### config.mk
export PLATFORM = sky130hd
export DESIGN_NAME = ecp_port
export DESIGN_NICKNAME = d
export VERILOG_FILES = /design/src/ecp_pkg.sv /design/src/ecp_port.sv
export SDC_FILE = /design/constraint.sdc
export NUM_CORES = 1
export LEC_CHECK = 0
export ABC_AREA = 1
export BUFFER_PORTS_ARGS = -buffer_cell sky130_fd_sc_hd__buf_2
export CORE_MARGIN = 2
export CORE_UTILIZATION = 55
export CTS_CLUSTER_SIZE = 25
export DETAILED_ROUTE_END_ITERATION = 8
export GPL_ROUTABILITY_DRIVEN = 0
export PLACE_DENSITY = 0.81
export SYNTH_ARGS = -nofsm -noshare
export SYNTH_HDL_FRONTEND = slang
export SYNTH_SLANG_ARGS = --single-unit
### constraint.sdc
create_clock -name clk -period 3.2 [get_ports clk]
set_input_delay 0.16 -clock clk [delete_from_list [all_inputs] [get_ports clk]]
set_output_delay 0.16 -clock clk [all_outputs]
set_load 0.01 [all_outputs]
### src/ecp_pkg.sv
// constants, register map and field layout of the ECP parallel port
//
// Summary of operation
// every port word moved to or from software is eight bits wide
// one shared sixteen-byte FIFO serves compat, ECP address/data and test FIFOs
// status, control and extended control registers answer in every mode
// config B reads back the interrupt line and DMA channel chosen for the port
// address/RLE entry: bit 7 tells channel address from run-length count
// no negotiation in hardware; automatic DMA burst channel both directions
// compatibility FIFO mode strobes each byte out by hardware handshake
// a run-length byte makes the next data byte repeat the given count
// outgoing data is never compressed; incoming RLE is always expanded
// forward: strobe latches byte into peripheral, interlocked with busy
// forward: peripheral drops busy when it can accept data
// reverse: peripheral busy level marks command versus data byte
// reverse: peripheral ack low marks valid data, interlocked with host ack
// reverse: host ack low requests a byte and throttles the peripheral
// forward: host ack tells channel address from data on the data lines
// init low puts the channel in reverse, high in forward
// peripheral answers reverse request with nAckReverse low, interlocked
// host drives data lines only when nAckReverse permits
// peripheral drives data only in ECP mode, host ack low, select-in high
// select-in stays deasserted the whole time the port is in ECP mode
// a low fault input raises an error interrupt condition
// peripheral request during forward is only a hint; host keeps direction
// ECP mode write at data offset queues an address/RLE tagged entry
// full and empty flags track FIFO occupancy on every push and pop
package ecp_pkg;
  // ---------------------------------------------------------------------
  // register indices (byte address is four times the index)
  // ---------------------------------------------------------------------
  localparam int unsigned    ADDR_W     = 13;
  localparam logic [10:0]    IDX_DATA   = 11'h000;
  localparam logic [10:0]    IDX_STATUS = 11'h001;
  localparam logic [10:0]    IDX_CTRL   = 11'h002;
  localparam logic [10:0]    IDX_FIFO   = 11'h400;
  localparam logic [10:0]    IDX_CFGB   = 11'h401;
  localparam logic [10:0]    IDX_ECR    = 11'h402;
  // ---------------------------------------------------------------------
  // modes, fields, reset values
  // ---------------------------------------------------------------------
  localparam logic [2:0]     MODE_SPP   = 3'h0;
  localparam logic [2:0]     MODE_BIDIR = 3'h1;
  localparam logic [2:0]     MODE_COMPAT = 3'h2;
  localparam logic [2:0]     MODE_ECP   = 3'h3;
  localparam logic [2:0]     MODE_TEST  = 3'h6;
  localparam logic [2:0]     MODE_CFG   = 3'h7;
  localparam int unsigned    CTL_STROBE = 0;
  localparam int unsigned    CTL_AUTOFD = 1;
  localparam int unsigned    CTL_INIT   = 2;
  localparam int unsigned    CTL_SELIN  = 3;
  localparam int unsigned    CTL_DIR    = 5;
  localparam int unsigned    TAG_BIT    = 7;
  localparam logic [7:0]     CFGA_VALUE = 8'h10;
  localparam logic [7:0]     DATA_RESET = 8'h00;
  localparam logic [5:0]     CTRL_RESET = 6'h00;
  localparam logic [2:0]     MODE_RESET = 3'h0;
  localparam int unsigned    PWORD_W    = 8;
  localparam int unsigned    FIFO_DEPTH = 16;
endpackage

### src/ecp_port.sv
// ECP parallel port: APB registers, shared FIFO, forward/reverse handshakes
//
// The register offsets and the APB interface to the registers were chosen for this implementation.
`timescale 1ns/10ps
`default_nettype none
module ecp_port #(
  parameter int unsigned DEPTH = ecp_pkg::FIFO_DEPTH
) (
  // clock and reset
  input  wire logic                        clk,
  input  wire logic                        reset_n,
  // apb slave
  input  wire logic                        psel,
  input  wire logic                        penable,
  input  wire logic                        pwrite,
  input  wire logic [ecp_pkg::ADDR_W-1:0]  paddr,
  input  wire logic [31:0]                 pwdata,
  output logic      [31:0]                 prdata,
  output logic                             pready,
  output logic                             pslverr,
  // chip configuration
  input  wire logic [2:0]                  cfg_irq,
  input  wire logic [2:0]                  cfg_dma,
  // system side events
  output logic                             fault_intr,
  output logic                             dma_req,
  // parallel cable
  input  wire logic [7:0]                  pd_in,
  output logic      [7:0]                  pd_out,
  output logic                             pd_oe_n,
  output logic                             strobe_n,
  output logic                             host_ack,
  output logic                             init_n,
  output logic                             select_in_n,
  input  wire logic                        ack_n,
  input  wire logic                        busy,
  input  wire logic                        ack_reverse_n,
  input  wire logic                        select,
  input  wire logic                        fault_n
);
  import ecp_pkg::*;

  localparam int unsigned PW = $clog2(DEPTH);

  typedef enum logic [2:0] {
    ST_IDLE, ST_F_SETUP, ST_F_STROBE, ST_F_HOLD, ST_R_REQ, ST_R_TAKE, ST_R_REPEAT
  } ecp_st_t;

  typedef struct packed {
    logic [12:0]               s1;
    logic [12:0]               s2;
    logic [7:0]                data;
    logic [5:0]                ctrl;
    logic [2:0]                mode;
    logic                      fault_interrupt_enable_n;
    logic                      dma_enable;
    logic                      service_interrupt;
    logic [DEPTH-1:0][8:0]     mem;
    logic [PW-1:0]             wp;
    logic [PW-1:0]             rp;
    logic [PW:0]               cnt;
    logic [7:0]                last;
    ecp_st_t                   st;
    logic [7:0]                rx;
    logic                      rx_cmd;
    logic                      rle_pend;
    logic [6:0]                rle;
    logic [7:0]                tx;
    logic                      tx_addr;
    logic [7:0]                prdata;
    logic                      pready;
    logic                      pslverr;
    logic                      fault_intr;
    logic                      dma_req;
    logic [7:0]                pd_out;
    logic                      pd_oe_n;
    logic                      strobe_n;
    logic                      host_ack;
    logic                      init_n;
    logic                      select_in_n;
  } ecp_state_t;

  // ---------------------------------------------------------------------
  // decode helpers
  // ---------------------------------------------------------------------
  function automatic logic fifo_mode(input logic [2:0] m);
    return (m == MODE_COMPAT) || (m == MODE_ECP);
  endfunction

  // direction is forced out in spp and compat modes
  function automatic logic eff_dir(input logic [2:0] m, input logic [5:0] c);
    return (m != MODE_SPP) && (m != MODE_COMPAT) && c[CTL_DIR];
  endfunction

  function automatic logic mapped(input logic [10:0] i, input logic [2:0] m);
    return (i == IDX_DATA) || (i == IDX_STATUS) || (i == IDX_CTRL) || (i == IDX_ECR) ||
           ((i == IDX_FIFO) && (fifo_mode(m) || m == MODE_TEST || m == MODE_CFG)) ||
           ((i == IDX_CFGB) && (m == MODE_CFG));
  endfunction

  ecp_state_t q;
  ecp_state_t n;

  logic [10:0] idx;
  logic        dir;
  logic        full;
  logic        empty;
  logic [7:0]  head;
  logic        busy_s;
  logic        ack_n_s;
  logic        ackrev_s;
  logic        fault_s;
  logic        select_s;
  logic [7:0]  pd_s;

  assign idx      = paddr[12:2];
  assign dir      = eff_dir(q.mode, q.ctrl);
  assign full     = (q.cnt == (PW+1)'(DEPTH));
  assign empty    = (q.cnt == '0);
  assign head     = q.mem[q.rp][7:0];
  assign pd_s     = q.s2[12:5];
  assign ack_n_s  = q.s2[4];
  assign busy_s   = q.s2[3];
  assign ackrev_s = q.s2[2];
  assign select_s = q.s2[1];
  assign fault_s  = q.s2[0];

  // ---------------------------------------------------------------------
  // next state
  // ---------------------------------------------------------------------
  always_comb begin
    logic       setup;
    logic       wr;
    logic       rd;
    logic       push;
    logic       pop;
    logic [8:0] pin;
    setup = psel && !penable;
    wr    = psel && penable && q.pready && pwrite;
    rd    = psel && penable && q.pready && !pwrite;
    push  = 1'b0;
    pop   = 1'b0;
    pin   = '0;
    n     = q;

    // cable inputs pass two flops before use
    n.s1 = {pd_in, ack_n, busy, ack_reverse_n, select, fault_n};
    n.s2 = q.s1;

    // apb: answer is computed in the setup cycle, one access cycle always
    n.pready  = setup;
    n.pslverr = setup && !mapped(idx, q.mode);
    if (setup) begin
      case (idx)
        IDX_DATA:   n.prdata = (q.mode == MODE_SPP || q.mode == MODE_BIDIR) ? pd_s : q.data;
        IDX_STATUS: n.prdata = {!busy_s, ack_n_s, ackrev_s, select_s, fault_s, 3'h0};
        IDX_CTRL:   n.prdata = {2'h0, q.ctrl};
        IDX_FIFO:   n.prdata = (q.mode == MODE_CFG) ? CFGA_VALUE : (empty ? q.last : head);
        IDX_CFGB:   n.prdata = {1'b0, q.fault_intr, cfg_irq, cfg_dma};
        IDX_ECR:    n.prdata = {q.mode, q.fault_interrupt_enable_n, q.dma_enable,
                                q.service_interrupt, full, empty};
        default:    n.prdata = 8'h00;
      endcase
      // refused accesses return zero whatever the index would decode to
      if (!mapped(idx, q.mode)) begin
        n.prdata = 8'h00;
      end
    end

    // software writes; only the low byte of the bus is a port word
    if (wr) begin
      case (idx)
        IDX_DATA: begin
          if (q.mode == MODE_SPP || q.mode == MODE_BIDIR) begin
            n.data = pwdata[7:0];
          end else if (q.mode == MODE_ECP && !dir && !full) begin
            push = 1'b1;
            pin  = {1'b1, pwdata[7:0]};
          end
        end
        IDX_CTRL: n.ctrl = pwdata[5:0];
        IDX_FIFO: begin
          if (((fifo_mode(q.mode) && !dir) || q.mode == MODE_TEST) && !full) begin
            push = 1'b1;
            pin  = {1'b0, pwdata[7:0]};
          end
        end
        IDX_ECR: begin
          n.mode                     = pwdata[7:5];
          n.fault_interrupt_enable_n = pwdata[4];
          n.dma_enable               = pwdata[3];
          n.service_interrupt        = pwdata[2];
        end
        default: ;
      endcase
    end

    // fifo reads: ecp reverse data or test fifo; empty rereads last byte
    if (rd && idx == IDX_FIFO && !empty &&
        ((q.mode == MODE_ECP && dir) || q.mode == MODE_TEST)) begin
      pop    = 1'b1;
      n.last = head;
    end

    // handshake engine
    case (q.st)
      ST_IDLE: begin
        if (fifo_mode(q.mode) && !dir && !empty && !busy_s &&
            (q.mode == MODE_COMPAT || ackrev_s)) begin
          pop       = 1'b1;
          n.tx      = head;
          n.tx_addr = q.mem[q.rp][8];
          n.st      = ST_F_SETUP;
        end else if (q.mode == MODE_ECP && dir && !ackrev_s && !full) begin
          n.st = ST_R_REQ;
        end
      end
      ST_F_SETUP: n.st = ST_F_STROBE;                               // data settles first
      ST_F_STROBE: if (busy_s) n.st = ST_F_HOLD;
      ST_F_HOLD:   if (!busy_s) n.st = ST_IDLE;
      ST_R_REQ: begin
        if (!dir) begin
          // software turned the channel round: drop the open request, else it hangs
          n.st = ST_IDLE;
        end else if (!ack_n_s) begin
          n.rx     = pd_s;
          n.rx_cmd = !busy_s;
          n.st     = ST_R_TAKE;
        end
      end
      ST_R_TAKE: begin
        if (ack_n_s) begin
          n.st = ST_IDLE;
          if (q.rx_cmd) begin
            if (!q.rx[TAG_BIT]) begin
              n.rle_pend = 1'b1;
              n.rle      = q.rx[6:0];
            end
          end else if (q.rle_pend) begin
            n.rle_pend = 1'b0;
            n.st       = ST_R_REPEAT;
          end else begin
            push = 1'b1;
            pin  = {1'b0, q.rx};
          end
        end
      end
      ST_R_REPEAT: begin
        // expansion waits on a full fifo, the peripheral stays throttled
        if (!full) begin
          push = 1'b1;
          pin  = {1'b0, q.rx};
          if (q.rle == 7'h00) n.st = ST_IDLE;
          else n.rle = q.rle - 7'h01;
        end
      end
      default: n.st = ST_IDLE;
    endcase

    // switching to spp or bidir mode flushes the fifo and stops the engine
    if (wr && idx == IDX_ECR && (pwdata[7:5] == MODE_SPP || pwdata[7:5] == MODE_BIDIR)) begin
      push       = 1'b0;
      pop        = 1'b0;
      n.wp       = '0;
      n.rp       = '0;
      n.cnt      = '0;
      n.st       = ST_IDLE;
      n.rle_pend = 1'b0;
    end else begin
      if (push) begin
        n.mem[q.wp] = pin;
        n.wp        = q.wp + PW'(1);
      end
      if (pop) n.rp = q.rp + PW'(1);
      n.cnt = q.cnt + (PW+1)'(push) - (PW+1)'(pop);
    end

    // service request: forward fifo drained or reverse fifo filled
    if (fifo_mode(q.mode) && ((!dir && empty) || (dir && full))) n.service_interrupt = 1'b1;
    n.dma_req    = q.dma_enable && !q.service_interrupt && fifo_mode(q.mode) &&
                   ((!dir && !full) || (dir && !empty));
    n.fault_intr = !q.fault_interrupt_enable_n && !fault_s;

    // cable outputs
    if (fifo_mode(n.mode)) begin
      n.strobe_n = !(n.st == ST_F_STROBE);
      n.pd_out   = n.tx;
    end else begin
      n.strobe_n = !n.ctrl[CTL_STROBE];
      n.pd_out   = n.data;
    end
    if (n.mode == MODE_ECP) begin
      n.init_n      = !eff_dir(n.mode, n.ctrl);
      n.select_in_n = 1'b1;
      n.pd_oe_n     = !(!eff_dir(n.mode, n.ctrl) && ackrev_s);
      if (eff_dir(n.mode, n.ctrl)) begin
        n.host_ack = !(n.st == ST_R_REQ);
      end else begin
        n.host_ack = !n.tx_addr;
      end
    end else begin
      n.init_n      = n.ctrl[CTL_INIT];
      n.select_in_n = !n.ctrl[CTL_SELIN];
      n.pd_oe_n     = eff_dir(n.mode, n.ctrl);
      n.host_ack    = !n.ctrl[CTL_AUTOFD];
    end
  end

  // ---------------------------------------------------------------------
  // state register
  // ---------------------------------------------------------------------
  always_ff @(posedge clk or negedge reset_n) begin
    if (!reset_n) begin
      q                          <= '0;
      q.st                       <= ST_IDLE;
      q.data                     <= DATA_RESET;
      q.ctrl                     <= CTRL_RESET;
      q.mode                     <= MODE_RESET;
      q.fault_interrupt_enable_n <= 1'b1;
      q.strobe_n                 <= 1'b1;
      q.host_ack                 <= 1'b1;
      q.init_n                   <= 1'b0;
      q.select_in_n              <= 1'b1;
      q.s1                       <= 13'h1fff;
      q.s2                       <= 13'h1fff;
    end else begin
      q <= n;
    end
  end

  assign prdata      = {24'h000000, q.prdata};
  assign pready      = q.pready;
  assign pslverr     = q.pslverr;
  assign fault_intr  = q.fault_intr;
  assign dma_req     = q.dma_req;
  assign pd_out      = q.pd_out;
  assign pd_oe_n     = q.pd_oe_n;
  assign strobe_n    = q.strobe_n;
  assign host_ack    = q.host_ack;
  assign init_n      = q.init_n;
  assign select_in_n = q.select_in_n;
endmodule // ecp_port
`default_nettype wire

Word-level counts from Yosys, hierarchy flattened
Cells that the tools add are included.
- flip-flop bits (word level): 265
- input bits: 69
- output and inout port bits: 49
- logic and storage cells: 253
- $add $sub $neg: 5
- $lt $le $gt $ge: 3
- equality and inequality tests: 30
- multiplexer cells: 71
- bitwise gates (word level): 2
- reduce and logical (&&, ||, !) cells: 95
- operators with widths (cell ; number):
    144-bit bitwise mux ; 1
    9-bit 2-to-1 mux ; 11
    8-bit 2-to-1 mux ; 10
    8-bit case mux with 6 select lines ; 1
    1-bit logical AND ; 38
    9-bit binary-select mux with 4-bit select ; 1
    9-bit demux with 4-bit select ; 1
    3-bit 2-to-1 mux ; 12
    9-bit case mux with 2 select lines ; 2
    11-bit == test (second input constant) ; 3
    3-bit by 2-bit == test with 1-bit output (second input constant) ; 7
    7-bit 2-to-1 mux ; 3
    3-bit case mux with 7 select lines ; 1
    20-bit 2-to-1 mux ; 1
    1-bit zero test ; 19
    3-bit == test (second input constant) ; 6
    1-bit 2-to-1 mux ; 18
    1-bit logical OR ; 16
    7-bit case mux with 2 select lines ; 1
    2-bit nonzero test ; 7
    13-bit 2-to-1 mux ; 1
    12-bit 2-to-1 mux ; 1
    6-bit 2-to-1 mux ; 2
    11-bit by 1-bit == test with 1-bit output (second input constant) ; 1
    22 further kinds ; 42

Logic depth before layout (Yosys ltp)
- depth after elaboration: 17
- depth in mapped cells: 19

Worst setup path after synthesis
Ideal clock, no wire load.
- path kind: flip-flop to flip-flop
- start: reg q[64] (netlist bit)
- end: reg q[66] (netlist bit)
- arrival: 2713 ps
- path slack: 424 ps
- stages on the path, launching flop included: 20
- path buffers: 1
- cells stage by stage: dfrtp_1 -> inv_1 -> ha_1 -> nand3_1 -> inv_1 -> nor2_1 -> nand3_1 -> nand3_2 -> buf_6 -> inv_1 -> ha_1 -> inv_1 -> ha_1 -> fa_1 -> nand2_1 -> a21oi_1 -> nor2_1 -> xor2_1 -> nand2_1 -> inv_1
- RTL lines (element ; RTL line ; RTL):
    start, declared ; ecp_port.sv:101 ; ecp_state_t q;
    start signal, assigned ; ecp_port.sv:327 ; q <= n;

==> impl_metrics.py <==
metrics = {
    "outcome": {
        "outcome": "finished clean",
    },
    "logic_synthesis": {
        "synthSimpleGateAreaFrac_pct": 30.5,
        "yosysTopAreaCell": "dfrtp_1",
        "synth_top_family_by_area": "simple AND/OR/NAND/NOR gates",
        "synth-xor-area-share_pct": 0.263,
        "synth_top_area_share_pct": 44.2,
        "synth_async_sr_flop_share_pct": 100,
        "synth_compound_area_share_pct": 8.55,
        "synth_seq_cells": 265,
        "mappedNetlistArea_um2": 13300,
        "synthAdderAreaFrac_pct": 1.37,
        "synthTopCellsByArea": "dfrtp_1, nand2_1, dfstp_2",
        "avgSynthCellArea_um2": 7.76,
        "netlist-cell-type-count": 49,
        "synthMuxAreaShare_pct": 0,
        "seq_area_frac_synth_pct": 50.1,
        "synth-main-ff-cell": "dfrtp_1",
        "synth_edf_count": 0,
        "synth_cells": 1714,
        "ys.warnings.count": 0,
    },
    "clock_network": {
        "h-tree-depth": 1,
        "root_buffer": "clkbuf_16",
        "insertion_delay_ns": 0.55,
        "cts_buffers": 28,
        "clk_pin_slew_ns": 0.06,
        "cts_setup_buffers": 0,
        "clock_path_buffers": 3,
        "clkSinkCount": 265,
        "cts_tree": "yes",
    },
    "critical_path": {
        "path_max_fanout": 5,
        "max_stage_delay_ns": 0.39,
        "r2r_setup_slack_ns": 0.24,
        "critPathMostFrequentCell": "inv_1",
        "crit_arrival_ns": 3.44,
        "worst-path-buf-inv": 5,
        "worst_setup_path_start_kind": "flop",
        "worst_setup_path_end_kind": "flop",
        "crit_chain": "inv_1, ha_1, nand3_2, inv_1, nor2_1, nand3_1, nand3_2, inv_1, ha_1, inv_1, ha_1, fa_1, nand2_1, a21oi_1, nor2_1, xor2_1, nand2_1, inv_1",
        "crit_family": "adder cells",
        "worst-endpoint-required_ns": 3.69,
        "critPathKind": "flop to flop",
        "cp_slowest_cell": "fa_1",
    },
    "detailed_routing": {
        "avgRoutedWirePerCell_um": 16.1,
        "firstDrtPassIters": 5,
        "drc": 0,
        "num_vias": 11500,
        "vias_per_cell": 5.48,
        "ant_nets": 0,
        "drt_wl_total_um": 34000,
        "drt_iter0_drc": 1446,
    },
    "grt": {
        "overflow": 0,
        "grt_start_max_net_pins": 100,
        "grt_util_all_layers_pct": 26.7,
        "antenna_found_initial": 0,
        "first_global_vias": 11200,
        "grt_first_pass_wirelength_um": 55600,
    },
    "layout": {
        "final_common_cell": "nand2_1",
        "layout_common_cells": "nand2_1, dfrtp_1, nor2_1",
        "area_growth_pct": 10.9,
        "postLayoutCellArea_um2": 14800,
        "diodes": 0,
        "nets": 1851,
        "fin_util_pct": 62.5,
        "drive_above_1_share_pct": 12.8,
    },
    "sta": {
        "holdWs_ns": 0.0310,
        "period_share_pct": 92.4,
        "clock_skew_ns": 0.00830,
        "setup_tns_ns": 0,
        "hold_viol": 0,
        "setup_viol": 0,
        "max_freq_mhz": 338,
        "finalWorstSetupSlack_ns": 0.243,
        "post-route-min-period_ns": 2.96,
        "rsz0062_at_grt": "false",
        "tightest_slew_ns": 0.762,
        "maxSlewViolCount": 0,
        "relSlewSlack_pct": 49.2,
    },
    "floorplan": {
        "coreArea_um2": 23600,
        "dieHeight_um": 160,
        "initial_core_util_pct": 56.3,
        "std_cell_rows": 56,
        "die_area_um2": 25400,
        "floorplan.die.width_um": 160,
        "io_pins": 118,
    },
    "placement": {
        "post-dp-hpwl_um": 22900,
        "port_buffers": 67,
        "dpl_cell_area_um2": 13600,
        "post-place-ws_ns": 0.238,
    },
    "power": {
        "p_leak_nw": 7.88,
        "vdd_drop_max_mv": 0.432,
        "clockPowerShare_pct": 45.9,
        "internal_power_w": 0.00557,
        "p_comb_share_pct": 6.2,
        "pwr-share-seq_pct": 47.9,
        "powerDensity_nw_per_um2": 492,
        "p_switching_w": 0.00169,
        "power_switching_share_pct": 23.2,
    },
    "min_path": {
        "min_path_type": "input port to flop",
    },
    "job": {
        "drv_cap": 0,
    },
}
## registers in the layout (all words and copies together), names as in the netlist, 8 cells and up
signal  count
q         215
n          13
prdata      8
pd_out      8
pd_s        8
## logic make-up (layout without fill, tap and decap cells)
family,Yosys count,in the layout
simple gates,983,983
flops,265,265
buf+inv,236,289
compound gates,211,211
fa+ha+maj,14,14
xor+xnor,4,4
other cells,1,24
## power groups by stage
stage               clock network (W)  logic, W  registers (W)
finish                        0.00333  0.000447        0.00348
global route                  0.00352  0.000503        0.00348
CTS                           0.00338  0.000442        0.00347
detailed placement                  0  0.000413        0.00353
global placement                    0  0.000403        0.00352
floorplan                           0  0.000268        0.00352
## final cells by class
cell class,instances,area [um^2]
clock inverter,17,171
inverter,132,498
fill,2005,8850
timing repair buffer,105,723
sequential,265,6670
clock buffer,35,788
multi-input combinational,1236,5510
tap,319,399
## Yosys cell counts (2+ instances only)
library cell    n
nor2_2          4
o211ai_1       13
buf_2          16
nand2_2        11
ha_1           13
o21ai_0       104
dfrtp_1       235
nor3_1         10
clkinv_1        4
inv_2          15
buf_1           2
buf_4          58
dfstp_2        30
o21ai_1        27
inv_1         112
nor2_1        126
o22ai_1         3
nand4_1         6
clkbuf_1       16
nand3_2        17
or2_2           4
nand2_1       714
nor2_4          6
nand3_1        80
buf_6          10
a21oi_1        52
xor2_1          3
a211oi_1        2
## worst min-delay path, cell delays in order
cell     delay (ns)
buf_2          0.11
inv_1          0.14
o21ai_1        0.11
## routing by layer
layer / routed length [um] / vias up / track usage [%]
li1: - / 5430 / -
met1: 14300 / 5451 / 36.9
met2: 15400 / 566 / 42.5
met3: 3060 / 102 / 4.45
met4: 1190 / 0 / 10.3
met5: 0 / - / 0
## final timing paths
kind | from | to | cells after the start
min reg2reg | n[241] | ackrev_s | 0
min | pwdata[2] | q[233] | 3
max | q[64] | q[66] | 18
max in group asynchronous | reset_n | q[159] | 3
min in group asynchronous | reset_n | q[45] | 2
max reg2reg | q[64] | q[66] | 18
## stage by stage
step	cells	total power, W
2_1_floorplan	1737	0.00379
3_3_place_gp	2035	0.00393
3_5_place_dp	2035	0.00394
4_1_cts	2109	0.00729
5_1_grt	2109	0.00750
6_report	2109	0.00726
## timing repair
action / CTS / global route
hold endpoints to repair: 116 / 0
hold buffers: 22 / 0
gates resized for setup: 0 / 1
endpoints found under the setup margin: 0 / 1
Power figures use the tool's default switching activity.
